$ cat src/rtl/afe_pkg.sv
// Purpose: Shared constants and types for the battery front-end link.
// Assumes: 250 MHz reference clock on both ends.
// Notes:   Command is 6 bits: bits 5..3 address, bits 2..0 data.
`default_nettype none
package afe_pkg;

    // ------------------------------------------------------------
    // Command format
    // ------------------------------------------------------------
    localparam int          CMD_W      = 6;
    localparam logic [2:0]  CMD_BITS   = 3'h6;
    localparam logic [2:0]  ADDR_RESET = 3'h0;
    localparam logic [2:0]  ADDR_MON   = 3'h1;
    localparam logic [2:0]  ADDR_FET   = 3'h2;
    localparam logic [2:0]  ADDR_MUX   = 3'h3;
    localparam logic [2:0]  ADDR_REG   = 3'h4;
    localparam logic [2:0]  ADDR_BAL   = 3'h5;
    localparam logic [2:0]  MUX_RUN    = 3'h1;
    localparam logic [2:0]  REG_33A    = 3'h0;
    localparam logic [2:0]  REG_OFF    = 3'h1;
    localparam logic [2:0]  REG_50     = 3'h2;
    localparam logic [2:0]  REG_33B    = 3'h3;
    localparam logic [2:0]  BAL_OFF    = 3'h0;
    localparam logic [2:0]  BAL_CELL4  = 3'h4;
    localparam logic [5:0]  CMD_RESUME = 6'h00;

    // ------------------------------------------------------------
    // Reset values and widths
    // ------------------------------------------------------------
    localparam int          TAP_W      = 10;
    localparam int          CELLS      = 4;
    localparam logic [2:0]  MON_SEL_RST = 3'h0;
    localparam logic [3:0]  BAL_RST     = 4'h0;
    localparam logic [2:0]  FET_RST     = 3'h7;

    // ------------------------------------------------------------
    // Host register map (Avalon-MM byte addresses)
    // ------------------------------------------------------------
    localparam int          HOST_AW          = 4;
    localparam logic [3:0]  HOST_ADDR_CMD    = 4'h0;
    localparam logic [3:0]  HOST_ADDR_STATUS = 4'h4;

    // ------------------------------------------------------------
    // Timing
    // ------------------------------------------------------------
    localparam int CLK_PERIOD_NS   = 4;
    localparam int SERIAL_SETUP_NS = 600;
    localparam int SERIAL_HALF_CYC = SERIAL_SETUP_NS / CLK_PERIOD_NS;
    localparam int MON_SETTLE_CYC  = 100_000 / CLK_PERIOD_NS;
    localparam int REG_SETTLE_CYC  = 10_000_000 / CLK_PERIOD_NS;

    // ------------------------------------------------------------
    // Types
    // ------------------------------------------------------------
    typedef enum logic [1:0] {MODE_USUAL, MODE_SAVE, MODE_DOWN}
        power_mode_t;
    typedef enum logic {LEVEL_3V3, LEVEL_5V0} reg_level_t;
    typedef enum logic [2:0] {H_IDLE, H_SETUP, H_HIGH, H_FINISH, H_SETTLE}
        host_state_t;

endpackage
`default_nettype wire

$ cat src/rtl/afe_link_if.sv
// Purpose: Three-wire command link plus reset line between the ends.
// Assumes: Host drives the shift clock; device drives the reset line.
// Notes:   Plain wires, no clocking block.
`default_nettype none
interface afe_link_if;
    logic serial_shift_clock;
    logic serial_data_in;
    logic chip_select_n;
    logic host_reset_n;

    modport device (
        input  serial_shift_clock,
        input  serial_data_in,
        input  chip_select_n,
        output host_reset_n
    );
    modport host (
        output serial_shift_clock,
        output serial_data_in,
        output chip_select_n,
        input  host_reset_n
    );
endinterface
`default_nettype wire

$ cat src/rtl/afe_sync.sv
// Purpose: Two-flop synchroniser for a bundle of level inputs.
// Assumes: Each bit is an independent slow level.
// Notes:   First stage feeds only the second stage.
`default_nettype none
module afe_sync #(
    parameter int WIDTH = 1
) (
    input  wire logic             ref_clk_in,
    input  wire logic             reset_in,
    input  wire logic [WIDTH-1:0] async_in,
    output logic      [WIDTH-1:0] sync_out
);
    logic [WIDTH-1:0] meta_reg;
    logic [WIDTH-1:0] sync_reg;

    always_ff @(posedge ref_clk_in) begin
        if (reset_in) begin
            meta_reg <= '0;
            sync_reg <= '0;
        end else begin
            meta_reg <= async_in;
            sync_reg <= meta_reg;
        end
    end

    assign sync_out = sync_reg;
endmodule
`default_nettype wire

$ cat src/rtl/afe_device.sv
// Purpose: Mode, switch and regulator control of the front-end device.
// Assumes: Link pins and analog levels are asynchronous to ref_clk_in.
// Notes:   Link inputs are sampled by ref_clk_in.
`default_nettype none
// Notes on behaviour
// (RL1) Three power modes, changed only by commands
// (RL2) Ground select stops detection, enters power save
// (RL3) Cell or offset select returns usual mode
// (RL4) Regulator stays on in power save
// (RL5) Host sends power-down only on low battery
// (RL6) Power-down: discharge high, pulldown, regulator off
// (RL7) Powered down: all drives high, commands refused
// (RL8) Powered down: all tap switches open
// (RL9) Charger sense high restarts regulator
// (RL10) Host resumes; device leaves down on resume
// (RL11) Host reset low while regulator below level
// (RL12) Cell voltage: upper tap, next lower tap
// (RL13) Offset: both taps of lower node
// (RL14) Regulator 3.3 V default, 5 V selectable
// (RL15) Conditioning closes one cell switch
// (RL16) Conditioning commands accumulate closed switches
// (RL17) Host waits 100 us after monitor change
// (RL18) Host waits 10 ms after regulator change
// (RL19) LSB first on rising clock, latch on select
// (RL20) Reset drives all switch drives high
// (RL21) Regulator off code is power-down
// (RL22) Select high bit offset, low bits cell
// (RL23) Only complete commands change state
// (RL24) Reset: ground select, switches open, power save
module afe_device
    import afe_pkg::*;
(
    input  wire logic               ref_clk_in,
    input  wire logic               reset_in,
    afe_link_if.device              link,
    input  wire logic               charger_sense_input_in,
    input  wire logic               regulator_ok_in,
    output power_mode_t             power_mode_out,
    output reg_level_t              reg_level_out,
    output logic                    regulator_enable_out,
    output logic                    detect_enable_out,
    output logic                    monitor_ground_out,
    output logic [TAP_W-1:0]        tap_switch_out,
    output logic [CELLS-1:0]        balance_switch_out,
    output logic                    charge_switch_drive_out,
    output logic                    discharge_switch_drive_out,
    output logic                    precharge_switch_drive_out,
    output logic                    charger_pulldown_out
);

    // ------------------------------------------------------------
    // Input sampling
    // ------------------------------------------------------------
    logic [4:0] pins_sync;
    wire        sck_s    = pins_sync[0];
    wire        sdi_s    = pins_sync[1];
    wire        cs_n_s   = pins_sync[2];
    wire        charger_s = pins_sync[3];
    wire        reg_ok_s = pins_sync[4];

    afe_sync #(.WIDTH(5)) u_sync (
        .ref_clk_in (ref_clk_in),
        .reset_in   (reset_in),
        .async_in   ({regulator_ok_in, charger_sense_input_in,
                      link.chip_select_n, link.serial_data_in,
                      link.serial_shift_clock}),
        .sync_out   (pins_sync)
    );

    // ------------------------------------------------------------
    // Serial shifter
    // ------------------------------------------------------------
    logic             sck_prev_reg;
    logic             cs_prev_reg;
    logic [CMD_W-1:0] shift_reg;
    logic [2:0]       bit_cnt_reg;

    wire sck_rise   = sck_s & ~sck_prev_reg;
    wire cs_rise    = cs_n_s & ~cs_prev_reg;
    wire shift_en   = ~cs_n_s & sck_rise;
    // (RL23) Complete frames only
    wire cmd_strobe = cs_rise & (bit_cnt_reg == CMD_BITS);
    wire [2:0] cmd_addr = shift_reg[5:3];
    wire [2:0] cmd_data = shift_reg[2:0];

    always_ff @(posedge ref_clk_in) begin
        if (reset_in) begin
            sck_prev_reg <= 1'b0;
            cs_prev_reg  <= 1'b1;
            shift_reg    <= '0;
            bit_cnt_reg  <= 3'h0;
        end else begin
            sck_prev_reg <= sck_s;
            cs_prev_reg  <= cs_n_s;
            // (RL19) LSB first shift
            if (shift_en) begin
                shift_reg <= {sdi_s, shift_reg[CMD_W-1:1]};
            end
            if (cs_n_s) begin
                bit_cnt_reg <= 3'h0;
            end else if (shift_en && bit_cnt_reg != CMD_BITS) begin
                bit_cnt_reg <= bit_cnt_reg + 3'h1;
            end
        end
    end

    // ------------------------------------------------------------
    // Command decode
    // ------------------------------------------------------------
    power_mode_t mode_reg;
    power_mode_t mode_next;
    reg_level_t  level_reg;
    reg_level_t  level_next;
    logic [2:0]  mon_sel_reg;
    logic [2:0]  mon_sel_next;
    logic [2:0]  fet_reg;
    logic [2:0]  fet_next;
    logic [3:0]  bal_reg;
    logic [3:0]  bal_next;
    logic        reg_on_reg;
    logic        reg_on_next;

    // Upper codes alias cells 1 to 3
    wire [1:0] bal_cell = (cmd_data == BAL_CELL4) ? 2'h3
                                                  : cmd_data[1:0] - 2'h1;
    wire       is_down  = (mode_reg == MODE_DOWN);

    always_comb begin
        mode_next    = mode_reg;
        level_next   = level_reg;
        mon_sel_next = mon_sel_reg;
        fet_next     = fet_reg;
        bal_next     = bal_reg;
        reg_on_next  = reg_on_reg;
        // (RL9) Charger restarts regulator
        if (is_down && charger_s) begin
            reg_on_next = 1'b1;
        end
        // (RL10) Resume and defaults
        if (cmd_strobe && cmd_addr == ADDR_RESET) begin
            mode_next    = MODE_SAVE;
            mon_sel_next = MON_SEL_RST;
            level_next   = LEVEL_3V3;
            fet_next     = FET_RST;
            bal_next     = BAL_RST;
            reg_on_next  = 1'b1;
        end else if (cmd_strobe && !is_down) begin
                case (cmd_addr)
                    ADDR_MON: begin
                        // (RL3) Select returns usual
                        mon_sel_next = cmd_data;
                        mode_next    = MODE_USUAL;
                    end
                    ADDR_FET: begin
                        fet_next = ~cmd_data;
                    end
                    ADDR_MUX: begin
                        // (RL2) Ground select saves
                        if (cmd_data == MUX_RUN) begin
                            mode_next = MODE_USUAL;
                        end else if (!cmd_data[2]) begin
                            mode_next = MODE_SAVE;
                        end
                    end
                    ADDR_REG: begin
                        // (RL14) Level select
                        if (cmd_data == REG_33A || cmd_data == REG_33B) begin
                            level_next = LEVEL_3V3;
                        end else if (cmd_data == REG_50) begin
                            level_next = LEVEL_5V0;
                        end else if (cmd_data == REG_OFF && !charger_s) begin
                            // (RL21) Off code powers down
                            // (RL6) Drives high, regulator off
                            mode_next   = MODE_DOWN;
                            fet_next    = FET_RST;
                            bal_next    = BAL_RST;
                            reg_on_next = 1'b0;
                        end
                    end
                    ADDR_BAL: begin
                        // (RL15) One cell switch
                        // (RL16) Switches accumulate
                        if (cmd_data == BAL_OFF) begin
                            bal_next = BAL_RST;
                        end else begin
                            bal_next = bal_reg | (4'h1 << bal_cell);
                        end
                    end
                    default: begin
                    end
                endcase
        end
    end

    // ------------------------------------------------------------
    // Tap switch decode; bit 2n is node n upper, 2n+1 lower
    // ------------------------------------------------------------
    // (RL22) Offset bit and cell
    wire [1:0] sel_cell   = mon_sel_reg[1:0];
    wire       sel_offset = mon_sel_reg[2];
    wire [2:0] lower_node = (sel_cell == 2'h3) ? 3'h0
                                               : {1'b0, sel_cell} + 3'h2;
    wire [2:0] upper_node = sel_offset ? lower_node
                                       : {1'b0, sel_cell} + 3'h1;
    logic [TAP_W-1:0] tap_sel;
    // (RL12) Voltage tap pair
    // (RL13) Offset tap pair
    always_comb begin
        tap_sel = '0;
        tap_sel[{upper_node, 1'b0}] = 1'b1;
        tap_sel[{lower_node, 1'b1}] = 1'b1;
    end

    // ------------------------------------------------------------
    // State and output registers
    // ------------------------------------------------------------
    logic [TAP_W-1:0] tap_reg;
    logic             det_reg;
    logic             gnd_reg;
    logic             pd_reg;
    logic             reset_n_reg;

    always_ff @(posedge ref_clk_in) begin
        if (reset_in) begin
            // (RL24) Ground select, power save
            // (RL20) Drives high at reset
            mode_reg    <= MODE_SAVE;
            level_reg   <= LEVEL_3V3;
            mon_sel_reg <= MON_SEL_RST;
            fet_reg     <= FET_RST;
            bal_reg     <= BAL_RST;
            reg_on_reg  <= 1'b1;
            tap_reg     <= '0;
            det_reg     <= 1'b0;
            gnd_reg     <= 1'b1;
            pd_reg      <= 1'b0;
            reset_n_reg <= 1'b0;
        end else begin
            // (RL1) Mode moves on commands
            mode_reg    <= mode_next;
            level_reg   <= level_next;
            mon_sel_reg <= mon_sel_next;
            // (RL7) Drives forced high
            fet_reg     <= is_down ? FET_RST : fet_next;
            bal_reg     <= bal_next;
            // (RL4) Only power-down clears
            reg_on_reg  <= reg_on_next;
            // (RL8) Taps open unless detecting
            tap_reg     <= (mode_reg == MODE_USUAL) ? tap_sel : '0;
            det_reg     <= (mode_reg == MODE_USUAL);
            gnd_reg     <= (mode_reg != MODE_USUAL);
            pd_reg      <= (mode_next == MODE_DOWN);
            // (RL11) Reset follows level
            reset_n_reg <= reg_ok_s;
        end
    end

    assign power_mode_out             = mode_reg;
    assign reg_level_out              = level_reg;
    assign regulator_enable_out       = reg_on_reg;
    assign detect_enable_out          = det_reg;
    assign monitor_ground_out         = gnd_reg;
    assign tap_switch_out             = tap_reg;
    assign balance_switch_out         = bal_reg;
    assign charge_switch_drive_out    = fet_reg[2];
    assign discharge_switch_drive_out = fet_reg[1];
    assign precharge_switch_drive_out = fet_reg[0];
    assign charger_pulldown_out       = pd_reg;
    assign link.host_reset_n          = reset_n_reg;
endmodule
`default_nettype wire

$ cat src/flat_wrapper.sv
// flat-port wrapper written by rule: the top's interface ports become plain ports
module afe_device_flat import afe_pkg::*;
  (ref_clk_in, reset_in, charger_sense_input_in, regulator_ok_in, power_mode_out, reg_level_out, regulator_enable_out, detect_enable_out, monitor_ground_out, tap_switch_out, balance_switch_out, charge_switch_drive_out, discharge_switch_drive_out, precharge_switch_drive_out, charger_pulldown_out, link_serial_shift_clock, link_serial_data_in, link_chip_select_n, link_host_reset_n);
  afe_link_if link_i ();
  input  wire logic ref_clk_in;
  input  wire logic reset_in;
  input  wire logic charger_sense_input_in;
  input  wire logic regulator_ok_in;
  output power_mode_t power_mode_out;
  output reg_level_t reg_level_out;
  output logic regulator_enable_out;
  output logic detect_enable_out;
  output logic monitor_ground_out;
  output logic [TAP_W-1:0] tap_switch_out;
  output logic [CELLS-1:0] balance_switch_out;
  output logic charge_switch_drive_out;
  output logic discharge_switch_drive_out;
  output logic precharge_switch_drive_out;
  output logic charger_pulldown_out;
  input wire logic [$bits(link_i.serial_shift_clock)-1:0] link_serial_shift_clock;
  input wire logic [$bits(link_i.serial_data_in)-1:0] link_serial_data_in;
  input wire logic [$bits(link_i.chip_select_n)-1:0] link_chip_select_n;
  output wire logic [$bits(link_i.host_reset_n)-1:0] link_host_reset_n;
  assign link_i.serial_shift_clock = link_serial_shift_clock;
  assign link_i.serial_data_in = link_serial_data_in;
  assign link_i.chip_select_n = link_chip_select_n;
  assign link_host_reset_n = link_i.host_reset_n;
  afe_device u_core (.ref_clk_in(ref_clk_in), .reset_in(reset_in), .link(link_i), .charger_sense_input_in(charger_sense_input_in), .regulator_ok_in(regulator_ok_in), .power_mode_out(power_mode_out), .reg_level_out(reg_level_out), .regulator_enable_out(regulator_enable_out), .detect_enable_out(detect_enable_out), .monitor_ground_out(monitor_ground_out), .tap_switch_out(tap_switch_out), .balance_switch_out(balance_switch_out), .charge_switch_drive_out(charge_switch_drive_out), .discharge_switch_drive_out(discharge_switch_drive_out), .precharge_switch_drive_out(precharge_switch_drive_out), .charger_pulldown_out(charger_pulldown_out));
endmodule
$ cat config.mk
export PLATFORM = sky130hd
export DESIGN_NAME = afe_device_flat
export DESIGN_NICKNAME = d
export VERILOG_FILES = /design/src/rtl/afe_pkg.sv /design/src/rtl/afe_link_if.sv /design/src/rtl/afe_sync.sv /design/src/rtl/afe_device.sv /design/src/flat_wrapper.sv
export SDC_FILE = /design/constraint.sdc
export NUM_CORES = 1
export LEC_CHECK = 0
export BUFFER_PORTS_ARGS = -buffer_cell sky130_fd_sc_hd__buf_2
export CAP_MARGIN = 20
export CORE_ASPECT_RATIO = 1.25
export CORE_MARGIN = 2
export CORE_UTILIZATION = 59
export DETAILED_ROUTE_END_ITERATION = 10
export PLACE_DENSITY = 0.9
export SYNTH_ARGS = -nofsm -noshare
export SYNTH_HDL_FRONTEND = slang
export SYNTH_HIERARCHICAL = 1
export SYNTH_SLANG_ARGS = --single-unit
$ cat constraint.sdc
create_clock -name ref_clk_in -period 2.6 [get_ports ref_clk_in]
set_input_delay 0.52 -clock ref_clk_in [delete_from_list [all_inputs] [get_ports ref_clk_in]]
set_output_delay 0.52 -clock ref_clk_in [all_outputs]
set_load 0.03 [all_outputs]
==> results.ini <==
[run_status]
status = finished clean

[clock_network]
clk_pin_slew_ns = 0.09
cts_tree = yes
root_buffer = clkbuf_8
cts_setup_buffers = 0
hold_buffers = 0
cts_inserted_buffers = 5
clock_latency_ns = 0.30
cts.sinks = 49
cts.repair.resized = 0
htreeDepth = 2
ctsLongestPathBuffers = 2

[sta]
setup_viol = 0
rsz0062_at_grt = false
slew_viol_final = 0
skew_ns = 0.007420
finalHoldViolCount = 0
timing.setup.tns_ns = 0
final.min_clock_period_ns = 2.041
maxSlewHeadroom_pct = 62.74
worst_pin_slew_ns = 0.5577
max_freq_ghz = 0.4900
finalCritPeriodShare_pct = 78.50

[floorplanning]
core-area_mm2 = 0.003423
dieArea_mm2 = 0.003987
die_h_um = 70.10
initial_core_util_pct = 60.23
rows = 24
io_pins = 32
dieWidth_um = 56.88

[cells_and_area]
drive_gt1_share_pct = 19.75
postLayoutCellArea_mm2 = 0.002371
stdcell_count = 282
largest_register_ffs = 10
area_growth_pct = 14.99
final_nets = 260
antennaDiodeCount = 0

[routing]
wirelength_um = 3700
postRouteAntennaNets = 0
drt-wirelength-per-cell_um = 13.12
drt-initial-drc-count = 41
drc = 0
first_pass_iters = 4
via_per_inst = 5.571
vias = 1571

[global_routing]
grt_max_degree = 24
grt_util_all_layers_pct = 19.37
grt_pass1_vias = 1459
grt_first_pass_wirelength_um = 6009
antenna_found_initial = 0
grt_overflow = 0

[pwr]
p_clk_share_pct = 44.0
cellInternalPower_mw = 1.159
vdd_drop_max_mv = 0.5202
swShare_pct = 18.82
power_frac_comb_pct = 2.4
netSwitchingPower_mw = 0.2687
powerDensity_mw_per_mm2 = 602.0
leakage_nw = 1.008
power_frac_seq_pct = 53.6

[synthesis]
yosys_register_bits = 49
syn_inst = 210
synth_edf_count = 0
synth_cell_type_count = 45
synth_ff_type = dfxtp_1
synthArstFlopShare_pct = 0
syn_area_mm2 = 0.002062
syn_nets = 228
synth.avg_cell_area_um2 = 9.819
ys_seq_area_share_pct = 47.57
yosys_warnings = 6

[place]
dp.cells = 274
detailed_place_hpwl_um = 2624
io_buffers = 31
gp_congestion = 0.9005
placed_area_mm2 = 0.002237

[critical_path]
worstSetupStartpointType = flip-flop
critPathRequiredTime_ns = 2.85
crit_arrival_ns = 2.29
criticalPathCategory = reg -> reg
cp-end-kind = flip-flop
critical_path_peak_fanout = 8

[min_path]
hp-class = in -> reg

[job]
cap_violations = 0

-- power groups by stage --
stage | clock (mW) | sequential [mW] | combinational (mW)
after floorplan | 0 | 0.782 | 0.0232
after global placement | 0 | 0.782 | 0.0339
after detailed placement | 0 | 0.783 | 0.0348
after CTS | 0.632 | 0.765 | 0.0351
after global routing | 0.661 | 0.767 | 0.0388
final | 0.627 | 0.765 | 0.0348
-- kinds of logic after synthesis --
family	count (synthesis)	share of synthesized area (%)
AO/OA/AOI/OAI	39	12.44
XOR/XNOR	1	0.4248
adder cells (fa/ha/maj)	11	6.675
buffers and inverters	14	3.216
flip-flops	49	47.57
multiplexers	8	3.884
AND/OR/NAND/NOR	88	25.79
-- routing by layer --
metal | vias to the layer above | global-route usage (%) | share of wire, %
met2 | 29 | 34.75 | 52
li1 | 794 | - | -
met4 | 0 | 10.08 | 1.6
met3 | 8 | 5.370 | 3.8
met5 | - | 0 | 0
met1 | 740 | 20.10 | 43
-- cell type report --
cell class / count / area (um2)
multi-input combinational: 147 / 1015
clock inverter: 3 / 65.06
sequential: 49 / 980.9
timing repair buffer: 33 / 170.2
fill: 269 / 1052
tap: 39 / 48.80
inverter: 6 / 22.52
clock buffer: 5 / 68.82
-- worst paths after layout --
kind,from,end,slack [ns],cells past startpoint
min reg2reg,u_core/u_sync/meta_reg[1],u_core/u_sync/sync_out[1],0.45,1
max reg2reg,u_core/shift_reg[0],u_core/charger_pulldown_out,0.56,6
max,u_core/shift_reg[0],u_core/charger_pulldown_out,0.56,6
min,regulator_ok_in,u_core/u_sync/meta_reg[4],0.42,2
-- placed cells by master (no fill, tap or decap), types with 3 or more instances in the layout --
cell	count
a211oi_1	3
dfxtp_1	49
a21o_1	4
ha_1	11
and2_1	5
mux2i_1	8
a21oi_1	11
o21ai_0	3
nor2b_1	17
nor3_1	7
o21bai_1	4
nand2_1	6
nor2_1	26
clkbuf_8	5
or3_1	3
inv_1	6
buf_2	31
a31oi_1	5
nor3b_1	4
-- through the flow --
| step | util [%] | power [mW] | hold slack, ns | setup WS [ns] |
|---|---|---|---|---|
| after floorplan | - | 0.8056 | 0.4138 | 0.8069 |
| after global placement | 65.35 | 0.8164 | 0.4170 | 0.6970 |
| after detailed placement | 65.35 | 0.8178 | 0.4239 | 0.6038 |
| after CTS | 69.26 | 1.433 | 0.4223 | 0.5869 |
| after global routing | 69.26 | 1.466 | 0.4232 | 0.4403 |
| final | 69.26 | 1.427 | 0.4237 | 0.5591 |
-- critical path, stage by stage (launching register included) --
cell	delay, ns
dfxtp_1	0.48
inv_1	0.14
ha_1	0.26
or4b_1	0.53
nor4_1	0.31
o22ai_1	0.15
nor2b_1	0.12
-- synthesized netlist by cell type, types with 4 or more instances --
cell	number	area, um2
a21oi_1	11	55.05
nor2b_1	17	106.4
a21o_1	4	30.03
a31oi_1	5	31.28
dfxtp_1	49	980.9
nor3_1	7	35.03
nor3b_1	4	30.03
mux2i_1	8	80.08
ha_1	11	137.6
inv_1	6	22.52
and2_1	5	31.28
o21bai_1	4	30.03
nor2_1	26	97.59
nand2_1	6	22.52
Power figures use the tool's default switching activity.
